<file path="src/core/pps_pkg.sv">
/*
  Package for the pump pressure sleep sequencer: register map, field
  positions, reset values, timing counts and the sequencer states.
  Assumes a 40 MHz system clock and a 32-bit APB register bus.
*/
package pps_pkg;

  // ----------------------------------------------------------------
  // timing
  // ----------------------------------------------------------------
  localparam int CLK_PERIOD_NS = 25;
  localparam int NS_PER_SEC    = 1000000000;
  localparam int CYC_PER_SEC   = NS_PER_SEC / CLK_PERIOD_NS;
  localparam int SEC_PER_MIN   = 60;
  localparam int SLEEP_WAIT_S  = 6;

  // ----------------------------------------------------------------
  // register indices, byte address is index times four
  // ----------------------------------------------------------------
  localparam int REG_CTRL  = 0;
  localparam int REG_SP01  = 1;
  localparam int REG_SP23  = 2;
  localparam int REG_SLP   = 3;
  localparam int REG_MRG   = 4;
  localparam int REG_BST   = 5;
  localparam int REG_PCH   = 6;
  localparam int REG_PCHP  = 7;
  localparam int REG_BP    = 8;
  localparam int REG_IMASK = 9;
  localparam int NCFG      = 10;
  localparam int REG_STAT  = 10;
  localparam int REG_ISTAT = 11;
  localparam int NREG      = 12;

  // ----------------------------------------------------------------
  // field positions
  // ----------------------------------------------------------------
  localparam int CTRL_EN   = 0;
  localparam int CTRL_ACP  = 1;
  localparam int CTRL_TCLR = 2;
  localparam int CTRL_SEL  = 4;
  localparam int HALF_LO   = 0;
  localparam int HALF_HI   = 16;
  localparam int SLP_OFF   = 0;
  localparam int SLP_FMIN  = 8;
  localparam int SLP_MINON = 16;
  localparam int IRQ_SLEEP = 0;
  localparam int IRQ_WAKE  = 1;
  localparam int IRQ_BP    = 2;
  localparam int IRQ_PCH   = 3;
  localparam int IRQ_W     = 4;

  // ----------------------------------------------------------------
  // reset values and writable bits
  // ----------------------------------------------------------------
  localparam logic [31:0] CFG_RST [NCFG] = '{
    32'h0000_0000, 32'h0032_0032, 32'h0032_0032, 32'h0000_0A07,
    32'h0005_0014, 32'h0003_0000, 32'h0000_001E, 32'h0000_0014,
    32'h0000_0000, 32'h0000_0000};
  localparam logic [31:0] CFG_WMASK [NCFG] = '{
    32'h0000_0037, 32'hFFFF_FFFF, 32'hFFFF_FFFF, 32'h00FF_FFFF,
    32'hFFFF_FFFF, 32'h00FF_FFFF, 32'hFFFF_FFFF, 32'h0000_FFFF,
    32'hFFFF_FFFF, 32'h0000_000F};

  typedef enum logic [2:0] {
    ST_IDLE, ST_PRECH, ST_RUN, ST_BOOST, ST_SLEEP, ST_FAULT
  } pps_state_t;

endpackage

</file>
<file path="src/core/pps_tick_if.sv">
/*
  Tick bundle between the sequencer and its tick generator.
  Assumes both ends run on the same system clock.
*/
`timescale 1ns/1ps
interface pps_tick_if;
  logic clr;
  logic sec_tick;
  logic min_tick;
  modport gen      (input clr, output sec_tick, output min_tick);
  modport use_side (output clr, input sec_tick, input min_tick);
endinterface

</file>
<file path="src/core/pps_tick.sv">
/*
  Second and minute tick generator for all sequencer timers.
  Assumes one system clock; clr restarts both dividers.
*/
`timescale 1ns/1ps
module pps_tick
  import pps_pkg::*;
#(
  parameter int CLK_PER_SEC = CYC_PER_SEC
)(
  input  wire logic   pclk,
  input  wire logic   presetn,
  pps_tick_if.gen     tif
);

  if (CLK_PER_SEC < 2)
  begin : g_chk
    $error("pps_tick: CLK_PER_SEC must be at least 2");
  end

  logic [31:0] div_r;
  logic [31:0] div_nxt;
  logic [5:0]  sec_r;
  logic [5:0]  sec_nxt;
  logic        stick_r;
  logic        stick_nxt;
  logic        mtick_r;
  logic        mtick_nxt;

  always_comb
  begin
    div_nxt   = div_r + 32'h0000_0001;
    sec_nxt   = sec_r;
    stick_nxt = 1'b0;
    mtick_nxt = 1'b0;
    if (tif.clr)
    begin
      div_nxt = 32'h0000_0000;
      sec_nxt = 6'h00;
    end
    else if (div_r == 32'(CLK_PER_SEC - 1))
    begin
      div_nxt   = 32'h0000_0000;
      stick_nxt = 1'b1;
      if (sec_r == 6'(SEC_PER_MIN - 1))
      begin
        sec_nxt   = 6'h00;
        mtick_nxt = 1'b1;
      end
      else
        sec_nxt = sec_r + 6'h01;
    end
  end

  always_ff @(posedge pclk or negedge presetn)
  begin
    if (!presetn)
    begin
      div_r   <= 32'h0000_0000;
      sec_r   <= 6'h00;
      stick_r <= 1'b0;
      mtick_r <= 1'b0;
    end
    else
    begin
      div_r   <= div_nxt;
      sec_r   <= sec_nxt;
      stick_r <= stick_nxt;
      mtick_r <= mtick_nxt;
    end
  end

  assign tif.sec_tick = stick_r;
  assign tif.min_tick = mtick_r;

endmodule

</file>
<file path="src/core/pps_top.sv">
/*
  Pump pressure sleep sequencer with APB register file and interrupt.
  Assumes 40 MHz pclk; meas_in and out_freq_in come from another domain,
  pid_freq from the regulation loop on pclk.
*/
// The register offsets and the APB slave port were decided locally.
`timescale 1ns/1ps
module pps_top
  import pps_pkg::*;
#(
  parameter int CLK_PER_SEC = CYC_PER_SEC
)(
  input  wire logic        pclk,
  input  wire logic        presetn,
  input  wire logic        psel,
  input  wire logic        penable,
  input  wire logic        pwrite,
  input  wire logic [7:0]  paddr,
  input  wire logic [31:0] pwdata,
  output logic      [31:0] prdata,
  output logic             pready,
  output logic             pslverr,
  input  wire logic [15:0] meas_in,
  input  wire logic [15:0] out_freq_in,
  input  wire logic [15:0] pid_freq,
  output logic             motor_run,
  output logic      [15:0] freq_cmd,
  output logic      [15:0] reg_target,
  output logic             boost_active,
  output logic             prech_active,
  output logic             sleeping,
  output logic             bp_fault,
  output logic             irq
);

  function automatic logic [16:0] sum17(input logic [15:0] a, input logic [15:0] b);
    return {1'b0, a} + {1'b0, b};
  endfunction

  function automatic logic is_run(input pps_state_t s);
    return (s == ST_PRECH) || (s == ST_RUN) || (s == ST_BOOST);
  endfunction

  // ----------------------------------------------------------------
  // state
  // ----------------------------------------------------------------
  logic [31:0]      cfg_r [NCFG];
  logic [31:0]      cfg_nxt [NCFG];
  logic [15:0]      meas_m_r, meas_s_r, fout_m_r, fout_s_r;
  pps_state_t       st_r, st_nxt;
  logic [2:0]       wait_r, wait_nxt;
  logic [7:0]       on_r, on_nxt, bst_r, bst_nxt;
  logic [15:0]      pch_r, pch_nxt, bpc_r, bpc_nxt;
  logic [IRQ_W-1:0] istat_r, istat_nxt, ev;
  logic [31:0]      prdata_r, prdata_nxt;
  logic             pready_r, pready_nxt, pslverr_r, pslverr_nxt;
  logic             tclr_r, tclr_nxt, irq_r, irq_nxt;
  logic             run_r, run_nxt, fault_r, fault_nxt;
  logic [15:0]      freq_r, freq_nxt, tgt_r, tgt_nxt;
  logic             bact_r, bact_nxt, pact_r, pact_nxt, slp_r, slp_nxt;

  pps_tick_if tif ();

  pps_tick #(
    .CLK_PER_SEC (CLK_PER_SEC)
  ) u_tick (
    .pclk        (pclk),
    .presetn     (presetn),
    .tif         (tif)
  );
  assign tif.clr = tclr_r;

  // ----------------------------------------------------------------
  // configuration fields
  // ----------------------------------------------------------------
  logic        en, acp;
  logic [1:0]  sel;
  logic [15:0] sp_act, force_m, wake_m, bst_amt, pch_f, pch_p, bp_lvl;
  logic [15:0] pch_t, bp_t;
  logic [7:0]  s_off, f_min, min_on, bst_t;
  logic [31:0] sp_w;

  assign en      = cfg_r[REG_CTRL][CTRL_EN];
  assign acp     = cfg_r[REG_CTRL][CTRL_ACP];
  assign sel     = cfg_r[REG_CTRL][CTRL_SEL +: 2];
  assign sp_w    = sel[1] ? cfg_r[REG_SP23] : cfg_r[REG_SP01];
  assign sp_act  = sel[0] ? sp_w[HALF_HI +: 16] : sp_w[HALF_LO +: 16];
  assign s_off   = cfg_r[REG_SLP][SLP_OFF +: 8];
  assign f_min   = cfg_r[REG_SLP][SLP_FMIN +: 8];
  assign min_on  = cfg_r[REG_SLP][SLP_MINON +: 8];
  assign force_m = cfg_r[REG_MRG][HALF_LO +: 16];
  assign wake_m  = cfg_r[REG_MRG][HALF_HI +: 16];
  assign bst_amt = cfg_r[REG_BST][HALF_LO +: 16];
  assign bst_t   = cfg_r[REG_BST][HALF_HI +: 8];
  assign pch_f   = cfg_r[REG_PCH][HALF_LO +: 16];
  assign pch_t   = cfg_r[REG_PCH][HALF_HI +: 16];
  assign pch_p   = cfg_r[REG_PCHP][HALF_LO +: 16];
  assign bp_lvl  = cfg_r[REG_BP][HALF_LO +: 16];
  assign bp_t    = cfg_r[REG_BP][HALF_HI +: 16];

  // ----------------------------------------------------------------
  // conditions
  // ----------------------------------------------------------------
  logic [16:0] bst_sum;
  logic        force_hit, wake_hit, sleep_cond, pch_done, bst_done, bp_cond, bp_fire;

  assign bst_sum    = sum17(sp_act, bst_amt);
  assign force_hit  = {1'b0, meas_s_r} >= sum17(sp_act, force_m);
  assign wake_hit   = sum17(meas_s_r, wake_m) < {1'b0, sp_act};
  assign sleep_cond = (st_r == ST_RUN) && (meas_s_r >= sp_act) && (on_r >= min_on)
                   && ({1'b0, fout_s_r} <= sum17({8'h00, f_min}, {8'h00, s_off}));
  assign pch_done   = (pch_r >= pch_t) || (acp && (meas_s_r >= pch_p));
  assign bst_done   = (bst_r >= bst_t) || ({1'b0, meas_s_r} >= bst_sum);
  assign bp_cond    = (bp_lvl != 16'h0000) && (bp_t != 16'h0000) && run_r
                   && (meas_s_r < bp_lvl);
  assign bp_fire    = bp_cond && (bpc_r >= bp_t);

  // ----------------------------------------------------------------
  // sequencer
  // ----------------------------------------------------------------
  always_comb
  begin
    st_nxt = st_r;
    case (st_r)
      ST_IDLE:
        if (en)
          st_nxt = (pch_t != 16'h0000) ? ST_PRECH : ST_RUN;
      ST_PRECH:
        if (pch_done)
          st_nxt = ST_RUN;
      ST_RUN:
        if (sleep_cond && (wait_r >= 3'(SLEEP_WAIT_S)))
          st_nxt = (bst_amt != 16'h0000) ? ST_BOOST : ST_SLEEP;
      ST_BOOST:
        if (bst_done)
          st_nxt = ST_SLEEP;
      ST_SLEEP:
        if (wake_hit)
          st_nxt = ST_RUN;
      ST_FAULT:
        st_nxt = ST_FAULT;
      default:
        st_nxt = ST_IDLE;
    endcase
    if (is_run(st_r) && force_hit)
      st_nxt = ST_SLEEP;
    if (bp_fire)
      st_nxt = ST_FAULT;
    if (!en)
      st_nxt = ST_IDLE;
  end

  // ----------------------------------------------------------------
  // timers and outputs
  // ----------------------------------------------------------------
  always_comb
  begin
    wait_nxt  = wait_r;
    on_nxt    = on_r;
    bst_nxt   = bst_r;
    pch_nxt   = pch_r;
    bpc_nxt   = bpc_r;
    if (!sleep_cond)
      wait_nxt = 3'h0;
    else if (tif.sec_tick && (wait_r < 3'(SLEEP_WAIT_S)))
      wait_nxt = wait_r + 3'h1;
    if (!is_run(st_r))
      on_nxt = 8'h00;
    else if (tif.sec_tick && (on_r != 8'hFF))
      on_nxt = on_r + 8'h01;
    if (st_r != ST_BOOST)
      bst_nxt = 8'h00;
    else if (tif.sec_tick && (bst_r != 8'hFF))
      bst_nxt = bst_r + 8'h01;
    if (st_r != ST_PRECH)
      pch_nxt = 16'h0000;
    else if (tif.min_tick && (pch_r != 16'hFFFF))
      pch_nxt = pch_r + 16'h0001;
    if (!bp_cond)
      bpc_nxt = 16'h0000;
    else if (tif.min_tick && (bpc_r != 16'hFFFF))
      bpc_nxt = bpc_r + 16'h0001;
    if (tclr_r)
    begin
      wait_nxt = 3'h0;
      on_nxt   = 8'h00;
      bst_nxt  = 8'h00;
      pch_nxt  = 16'h0000;
      bpc_nxt  = 16'h0000;
    end
    run_nxt   = is_run(st_nxt);
    fault_nxt = (st_nxt == ST_FAULT);
    bact_nxt  = (st_nxt == ST_BOOST);
    pact_nxt  = (st_nxt == ST_PRECH);
    slp_nxt   = (st_nxt == ST_SLEEP);
    freq_nxt  = 16'h0000;
    if (st_nxt == ST_PRECH)
      freq_nxt = (pid_freq > pch_f) ? pch_f : pid_freq;
    else if (run_nxt)
      freq_nxt = pid_freq;
    if (st_nxt == ST_BOOST)
      tgt_nxt = bst_sum[16] ? 16'hFFFF : bst_sum[15:0];
    else
      tgt_nxt = sp_act;
  end

  // ----------------------------------------------------------------
  // apb slave and interrupt
  // ----------------------------------------------------------------
  logic       acc;
  logic [3:0] idx;
  assign acc = psel && penable && pready_r;
  assign idx = paddr[5:2];

  always_comb
  begin
    cfg_nxt     = cfg_r;
    tclr_nxt    = 1'b0;
    pready_nxt  = psel && !penable;
    pslverr_nxt = 1'b0;
    prdata_nxt  = prdata_r;
    ev = '0;
    ev[IRQ_SLEEP] = (st_nxt == ST_SLEEP) && (st_r != ST_SLEEP);
    ev[IRQ_WAKE]  = (st_r == ST_SLEEP) && (st_nxt == ST_RUN);
    ev[IRQ_BP]    = (st_nxt == ST_FAULT) && (st_r != ST_FAULT);
    ev[IRQ_PCH]   = (st_r == ST_PRECH) && (st_nxt != ST_PRECH);
    istat_nxt = istat_r;
    if (acc && pwrite && (int'(idx) < NCFG) && (paddr[7:6] == 2'b00) && (paddr[1:0] == 2'b00))
    begin
      cfg_nxt[idx] = pwdata & CFG_WMASK[idx];
      if (idx == 4'(REG_CTRL))
      begin
        tclr_nxt = pwdata[CTRL_TCLR];
        cfg_nxt[idx][CTRL_TCLR] = 1'b0;
      end
    end
    // only bits already reported are cleared, new events survive
    if (acc && !pwrite && (paddr == 8'(REG_ISTAT * 4)))
      istat_nxt = istat_r & ~prdata_r[IRQ_W-1:0];
    istat_nxt = istat_nxt | ev;
    if (psel && !penable)
    begin
      prdata_nxt = 32'h0000_0000;
      if (paddr[1:0] != 2'b00 || paddr[7:6] != 2'b00 || int'(idx) >= NREG)
        pslverr_nxt = 1'b1;
      else if (int'(idx) < NCFG)
        prdata_nxt = cfg_r[idx];
      else if (idx == 4'(REG_STAT))
        prdata_nxt = {27'h0000000, fault_r, run_r, st_r};
      else
        prdata_nxt = {28'h0000000, istat_r};
    end
    else if (!psel)
      pslverr_nxt = 1'b0;
    else
      pslverr_nxt = pslverr_r;
    irq_nxt = |(istat_nxt & cfg_r[REG_IMASK][IRQ_W-1:0]);
  end

  always_ff @(posedge pclk or negedge presetn)
  begin
    if (!presetn)
    begin
      cfg_r     <= CFG_RST;
      meas_m_r  <= 16'h0000;
      meas_s_r  <= 16'h0000;
      fout_m_r  <= 16'h0000;
      fout_s_r  <= 16'h0000;
      st_r      <= ST_IDLE;
      wait_r    <= 3'h0;
      on_r      <= 8'h00;
      bst_r     <= 8'h00;
      pch_r     <= 16'h0000;
      bpc_r     <= 16'h0000;
      istat_r   <= '0;
      prdata_r  <= 32'h0000_0000;
      pready_r  <= 1'b0;
      pslverr_r <= 1'b0;
      tclr_r    <= 1'b0;
      irq_r     <= 1'b0;
      run_r     <= 1'b0;
      fault_r   <= 1'b0;
      freq_r    <= 16'h0000;
      tgt_r     <= 16'h0000;
      bact_r    <= 1'b0;
      pact_r    <= 1'b0;
      slp_r     <= 1'b0;
    end
    else
    begin
      cfg_r     <= cfg_nxt;
      meas_m_r  <= meas_in;
      meas_s_r  <= meas_m_r;
      fout_m_r  <= out_freq_in;
      fout_s_r  <= fout_m_r;
      st_r      <= st_nxt;
      wait_r    <= wait_nxt;
      on_r      <= on_nxt;
      bst_r     <= bst_nxt;
      pch_r     <= pch_nxt;
      bpc_r     <= bpc_nxt;
      istat_r   <= istat_nxt;
      prdata_r  <= prdata_nxt;
      pready_r  <= pready_nxt;
      pslverr_r <= pslverr_nxt;
      tclr_r    <= tclr_nxt;
      irq_r     <= irq_nxt;
      run_r     <= run_nxt;
      fault_r   <= fault_nxt;
      freq_r    <= freq_nxt;
      tgt_r     <= tgt_nxt;
      bact_r    <= bact_nxt;
      pact_r    <= pact_nxt;
      slp_r     <= slp_nxt;
    end
  end

  assign prdata       = prdata_r;
  assign pready       = pready_r;
  assign pslverr      = pslverr_r;
  assign motor_run    = run_r;
  assign freq_cmd     = freq_r;
  assign reg_target   = tgt_r;
  assign boost_active = bact_r;
  assign prech_active = pact_r;
  assign sleeping     = slp_r;
  assign bp_fault     = fault_r;
  assign irq          = irq_r;
endmodule

</file>
<file path="config.mk">
export PLATFORM = sky130hd
export DESIGN_NAME = pps_top
export DESIGN_NICKNAME = d
export VERILOG_FILES = /design/src/core/pps_pkg.sv /design/src/core/pps_tick_if.sv /design/src/core/pps_tick.sv /design/src/core/pps_top.sv
export SDC_FILE = /design/constraint.sdc
export NUM_CORES = 1
export LEC_CHECK = 0
export BUFFER_PORTS_ARGS = -buffer_cell sky130_fd_sc_hd__buf_2
export CAP_MARGIN = 10
export CORE_MARGIN = 2
export CORE_UTILIZATION = 57
export CTS_CLUSTER_DIAMETER = 150
export DETAILED_ROUTE_END_ITERATION = 12
export GPL_TIMING_DRIVEN = 0
export PLACE_DENSITY = 0.75
export SKIP_LAST_GASP = 1
export SLEW_MARGIN = 20
export SYNTH_ARGS = -nofsm -noshare
export SYNTH_HDL_FRONTEND = slang
export SYNTH_SLANG_ARGS = --single-unit
</file>
<file path="constraint.sdc">
create_clock -name pclk -period 7.8 [get_ports pclk]
set_input_delay 1.56 -clock pclk [delete_from_list [all_inputs] [get_ports pclk]]
set_output_delay 1.56 -clock pclk [all_outputs]
set_load 0.01 [all_outputs]
</file>
==> flow_metrics.tcl <==
set metrics [dict create \
    status "finished, final reports clean" \
    place_ws_ns 0.703 \
    grt_pass1_vias 24621 \
    grt_pass1_wl_um 150000 \
    critPathMaxFanout 10 \
    port_buffers 160 \
    die_w_um 232 \
    leakage_uw 0.0153 \
    synth_xor_area_share_pct 3.28 \
    grt_max_degree 103 \
    powerDensity_mw_per_mm2 189 \
    clk_pin_slew_ns 0.06 \
    placed_cell_area_sq_mm 0.0315 \
    track_usage_pct 37.4 \
    die-area_sq_mm 0.0539 \
    crit_chain "buf_6 > mux4_2 > ha_1 > a21o_1 > a21oi_1 > o21bai_1 > a2111oi_0 > o311ai_1 > a2111oi_0 > or2_2 > o21ai_0 > nor2_1 > xor2_1 > ha_1 > nand3_1 > nor4_1 > a21oi_1 > o211ai_1 > a41oi_1 > a21oi_2 > inv_2 > nand2_4 > buf_6 > mux2_1" \
    syn_nets 3285 \
    muxShareOfSynthArea_pct 8.79 \
    worst-path-buf-inv 3 \
    cts_hold_buf 0 \
    nets 3512 \
    drtIter0Drc 2698 \
    multi_input_area_sq_mm 0.0147 \
    max_stage_delay_ns 0.72 \
    synth_top_family_by_area "compound AO/OA/AOI/OAI gates" \
    fp.dieH_um 232 \
    synth-adder-area-share_pct 10.2 \
    timing.hold.ws_ns 0.347 \
    start_util_pct 57.7 \
    synth_area_sq_mm 0.0297 \
    fillers 4075 \
    grt_overflow_total 0 \
    period_minus_slack_ns 7.33 \
    drtAntennaViolNets 0 \
    rsz0062_at_grt "false" \
    numCtsBuffers 58 \
    start_kind "flop" \
    core_region_area_sq_mm 0.0514 \
    finalClockSkew_ns 0.0153 \
    vias 25079 \
    drc_errors 0 \
    cp.required_ns 8.31 \
    tightest_slew_ns 1.10 \
    async_flop_share_pct 100 \
    cts_sinks 555 \
    fin_area_sq_mm 0.0336 \
    yosys_warnings 0 \
    fin_ws_ns 0.466 \
    arrival_ns 7.85 \
    synthCells 2952 \
    slew_viol_final 0 \
    min_path_type "flop to flop" \
    first_pass_iters 6 \
    setup_viol 0 \
    clockBufferDepth 3 \
    hold_viol_final 0 \
    antenna_found_initial 5 \
    yosysUniqueCellTypes 80 \
    cap_violations 0 \
    rows 83 \
    post_drt_via_cell_ratio 6.41 \
    area_growth_pct 13.4 \
    cts_tree "yes" \
    clock.fmax_ghz 0.136 \
    synth_area_per_cell_sq_um 10.1 \
    clock_latency_ns 0.64 \
    yosys_most_used_dff "dfrtp_1" \
    crit_family "compound AO/OA/AOI/OAI gates" \
    endpoint_kind "flop" \
    irDropWorstVdd_uv 211 \
    synth_seq_cells 555 \
    cts_root_buf "clkbuf_16" \
    synth_seq_area_share_pct 46.9 \
    cp_slowest_cell "mux4_2" \
    cts_setup_buffers 0 \
    slew_headroom_pct 26.5 \
    layout-drive-gt1-share_pct 13.5 \
    synth-edff-count 0 \
    htreeDepth 2 \
    io_pins 165 \
    worstSetupPathType "flop to flop" \
    seq_area_sq_mm 0.0139 \
    wirelength_um 99200 \
    synth_compound_area_share_pct 13.9 \
    dp_hpwl_um 75300 \
    cts.repair.resized 0 \
    post-route-period-util_pct 94.0 \
    synth-simple-area-share_pct 13.3 \
    wl_per_cell_um 25.4 \
    gp_congestion 0.999 \
]
cells by family (layout without fill, tap and decap cells):
logic type,after synthesis,count (layout)
simple gates,890,890
compound gates,720,720
flops,555,555
buf+inv,279,555
fa+ha+maj,240,240
mux,157,157
xor+xnor,111,111
other cells,0,3
worst paths after layout:
| kind | startpoint | end | slack (ns) | cells after the start |
|---|---|---|---|---|
| max reg2reg | cfg_r[293] | reg_target[8] | 0.47 | 24 |
| max | cfg_r[293] | reg_target[8] | 0.47 | 24 |
| min reg2reg | meas_m_r[15] | meas_s_r[15] | 0.35 | 0 |
| min in group asynchronous | presetn | fout_s_r[8] | 0.84 | 1 |
| max in group asynchronous | presetn | wait_r[0] | 5.66 | 3 |
| min | meas_m_r[15] | meas_s_r[15] | 0.35 | 0 |
state kept, by name, summed over array words and instances, names as in the netlist, 6 cells and up:
name	flops
cfg_r	263
bst_r	8
freq_cmd	16
prdata	32
on_r	8
meas_m_r	16
reg_target	16
fout_s_r	16
bst_amt	16
bst_t	8
bp_t	16
meas_s_r	16
bpc_r	16
bp_lvl	16
u_tick.div_r	32
pch_r	16
fout_m_r	16
u_tick.sec_r	6
cells in the final DEF (no fill, tap or decap), types with 8 or more instances in the layout:
cell type	instances
dfrtp_1	526
nand2_1	509
o21ai_0	421
ha_1	236
buf_2	160
inv_1	155
nor2_1	139
a21oi_1	134
clkbuf_1	112
mux4_2	78
clkbuf_16	59
xor2_1	57
xnor2_1	54
nand4_1	47
nand3_1	44
mux2i_1	42
a21o_1	30
mux2_2	29
dfstp_2	29
nor3_1	25
nor4_1	24
nor2b_1	20
or3_1	18
a22o_1	16
a211oi_1	14
and2_1	14
and3_1	13
buf_1	12
o21bai_1	11
o211ai_1	11
clkbuf_8	11
clkinv_2	11
nand2b_1	10
bufinv_16	10
a2111oi_0	8
stage by stage:
stage / total power, uW / setup TNS, ns / std cells / utilization, %
after floorplan: 3150 / 0 / 2952 / -
final: 6360 / 0 / 3911 / 65.4
after CTS: 6360 / 0 / 3908 / 65.4
after detailed placement: 3350 / 0 / 3799 / 61.3
after global routing: 6520 / 0 / 3909 / 65.4
after global placement: 3320 / -3078.14 / 3792 / 60.9
layout make-up:
| type | count | share of cell area (%) |
|---|---|---|
| clock buffer | 80 | 4.95 |
| multi-input combinational | 2118 | 43.7 |
| antenna | 3 | 0.0223 |
| timing repair buffer | 167 | 2.92 |
| tap | 680 | 2.53 |
| clock inverter | 29 | 1.28 |
| buffer | 122 | 1.45 |
| inverter | 157 | 1.77 |
| sequential | 555 | 41.4 |
report_power, final:
group / switching [uW] / total (uW) / internal, uW
sequential: 36.8 / 2950 / 2910
combinational: 249 / 358 / 110
clock: 1220 / 3050 / 1830
total: 1510 / 6360 / 4850
cells in the mapped netlist (4+ instances only):
cell	instances	share of area [%]
o21bai_1	11	0.28
fa_1	4	0.27
nor3_1	25	0.42
nand4_1	47	0.99
a211o_1	5	0.15
nand2b_1	10	0.21
mux4_2	78	5.9
and2_1	14	0.30
a2111oi_0	8	0.24
xnor2_1	54	1.6
buf_1	15	0.19
a21boi_0	6	0.15
a21oi_1	134	2.3
o22ai_1	5	0.11
or2_2	6	0.13
a211oi_1	14	0.35
dfstp_2	29	2.6
a21o_1	30	0.76
nor4_1	25	0.53
o211ai_1	11	0.28
dfrtp_1	526	44
inv_1	155	2.0
mux2_1	7	0.27
and3_1	13	0.27
mux2i_1	42	1.4
nand3_1	44	0.74
clkbuf_1	102	1.3
o221ai_1	5	0.15
xor2_1	57	1.7
a22o_1	16	0.47
o21ai_1	6	0.10
nor4b_1	5	0.15
nor2b_1	20	0.42
nor2_1	139	1.8
o21a_1	6	0.15
o21ai_0	422	7.1
ha_1	236	9.9
o31ai_1	6	0.15
or3_1	18	0.38
mux2_2	29	1.1
nand2_1	509	6.4
routing by layer:
metal  track usage [%]  up-vias  part of all wire [%]
met5                 0        -                     0
met4              22.3        0                   6.7
met3              8.96      331                    10
met2              56.5     1416                    44
met1              49.1    12446                    39
li1                  -    10886                     -
(Power assumes the default switching activity.)
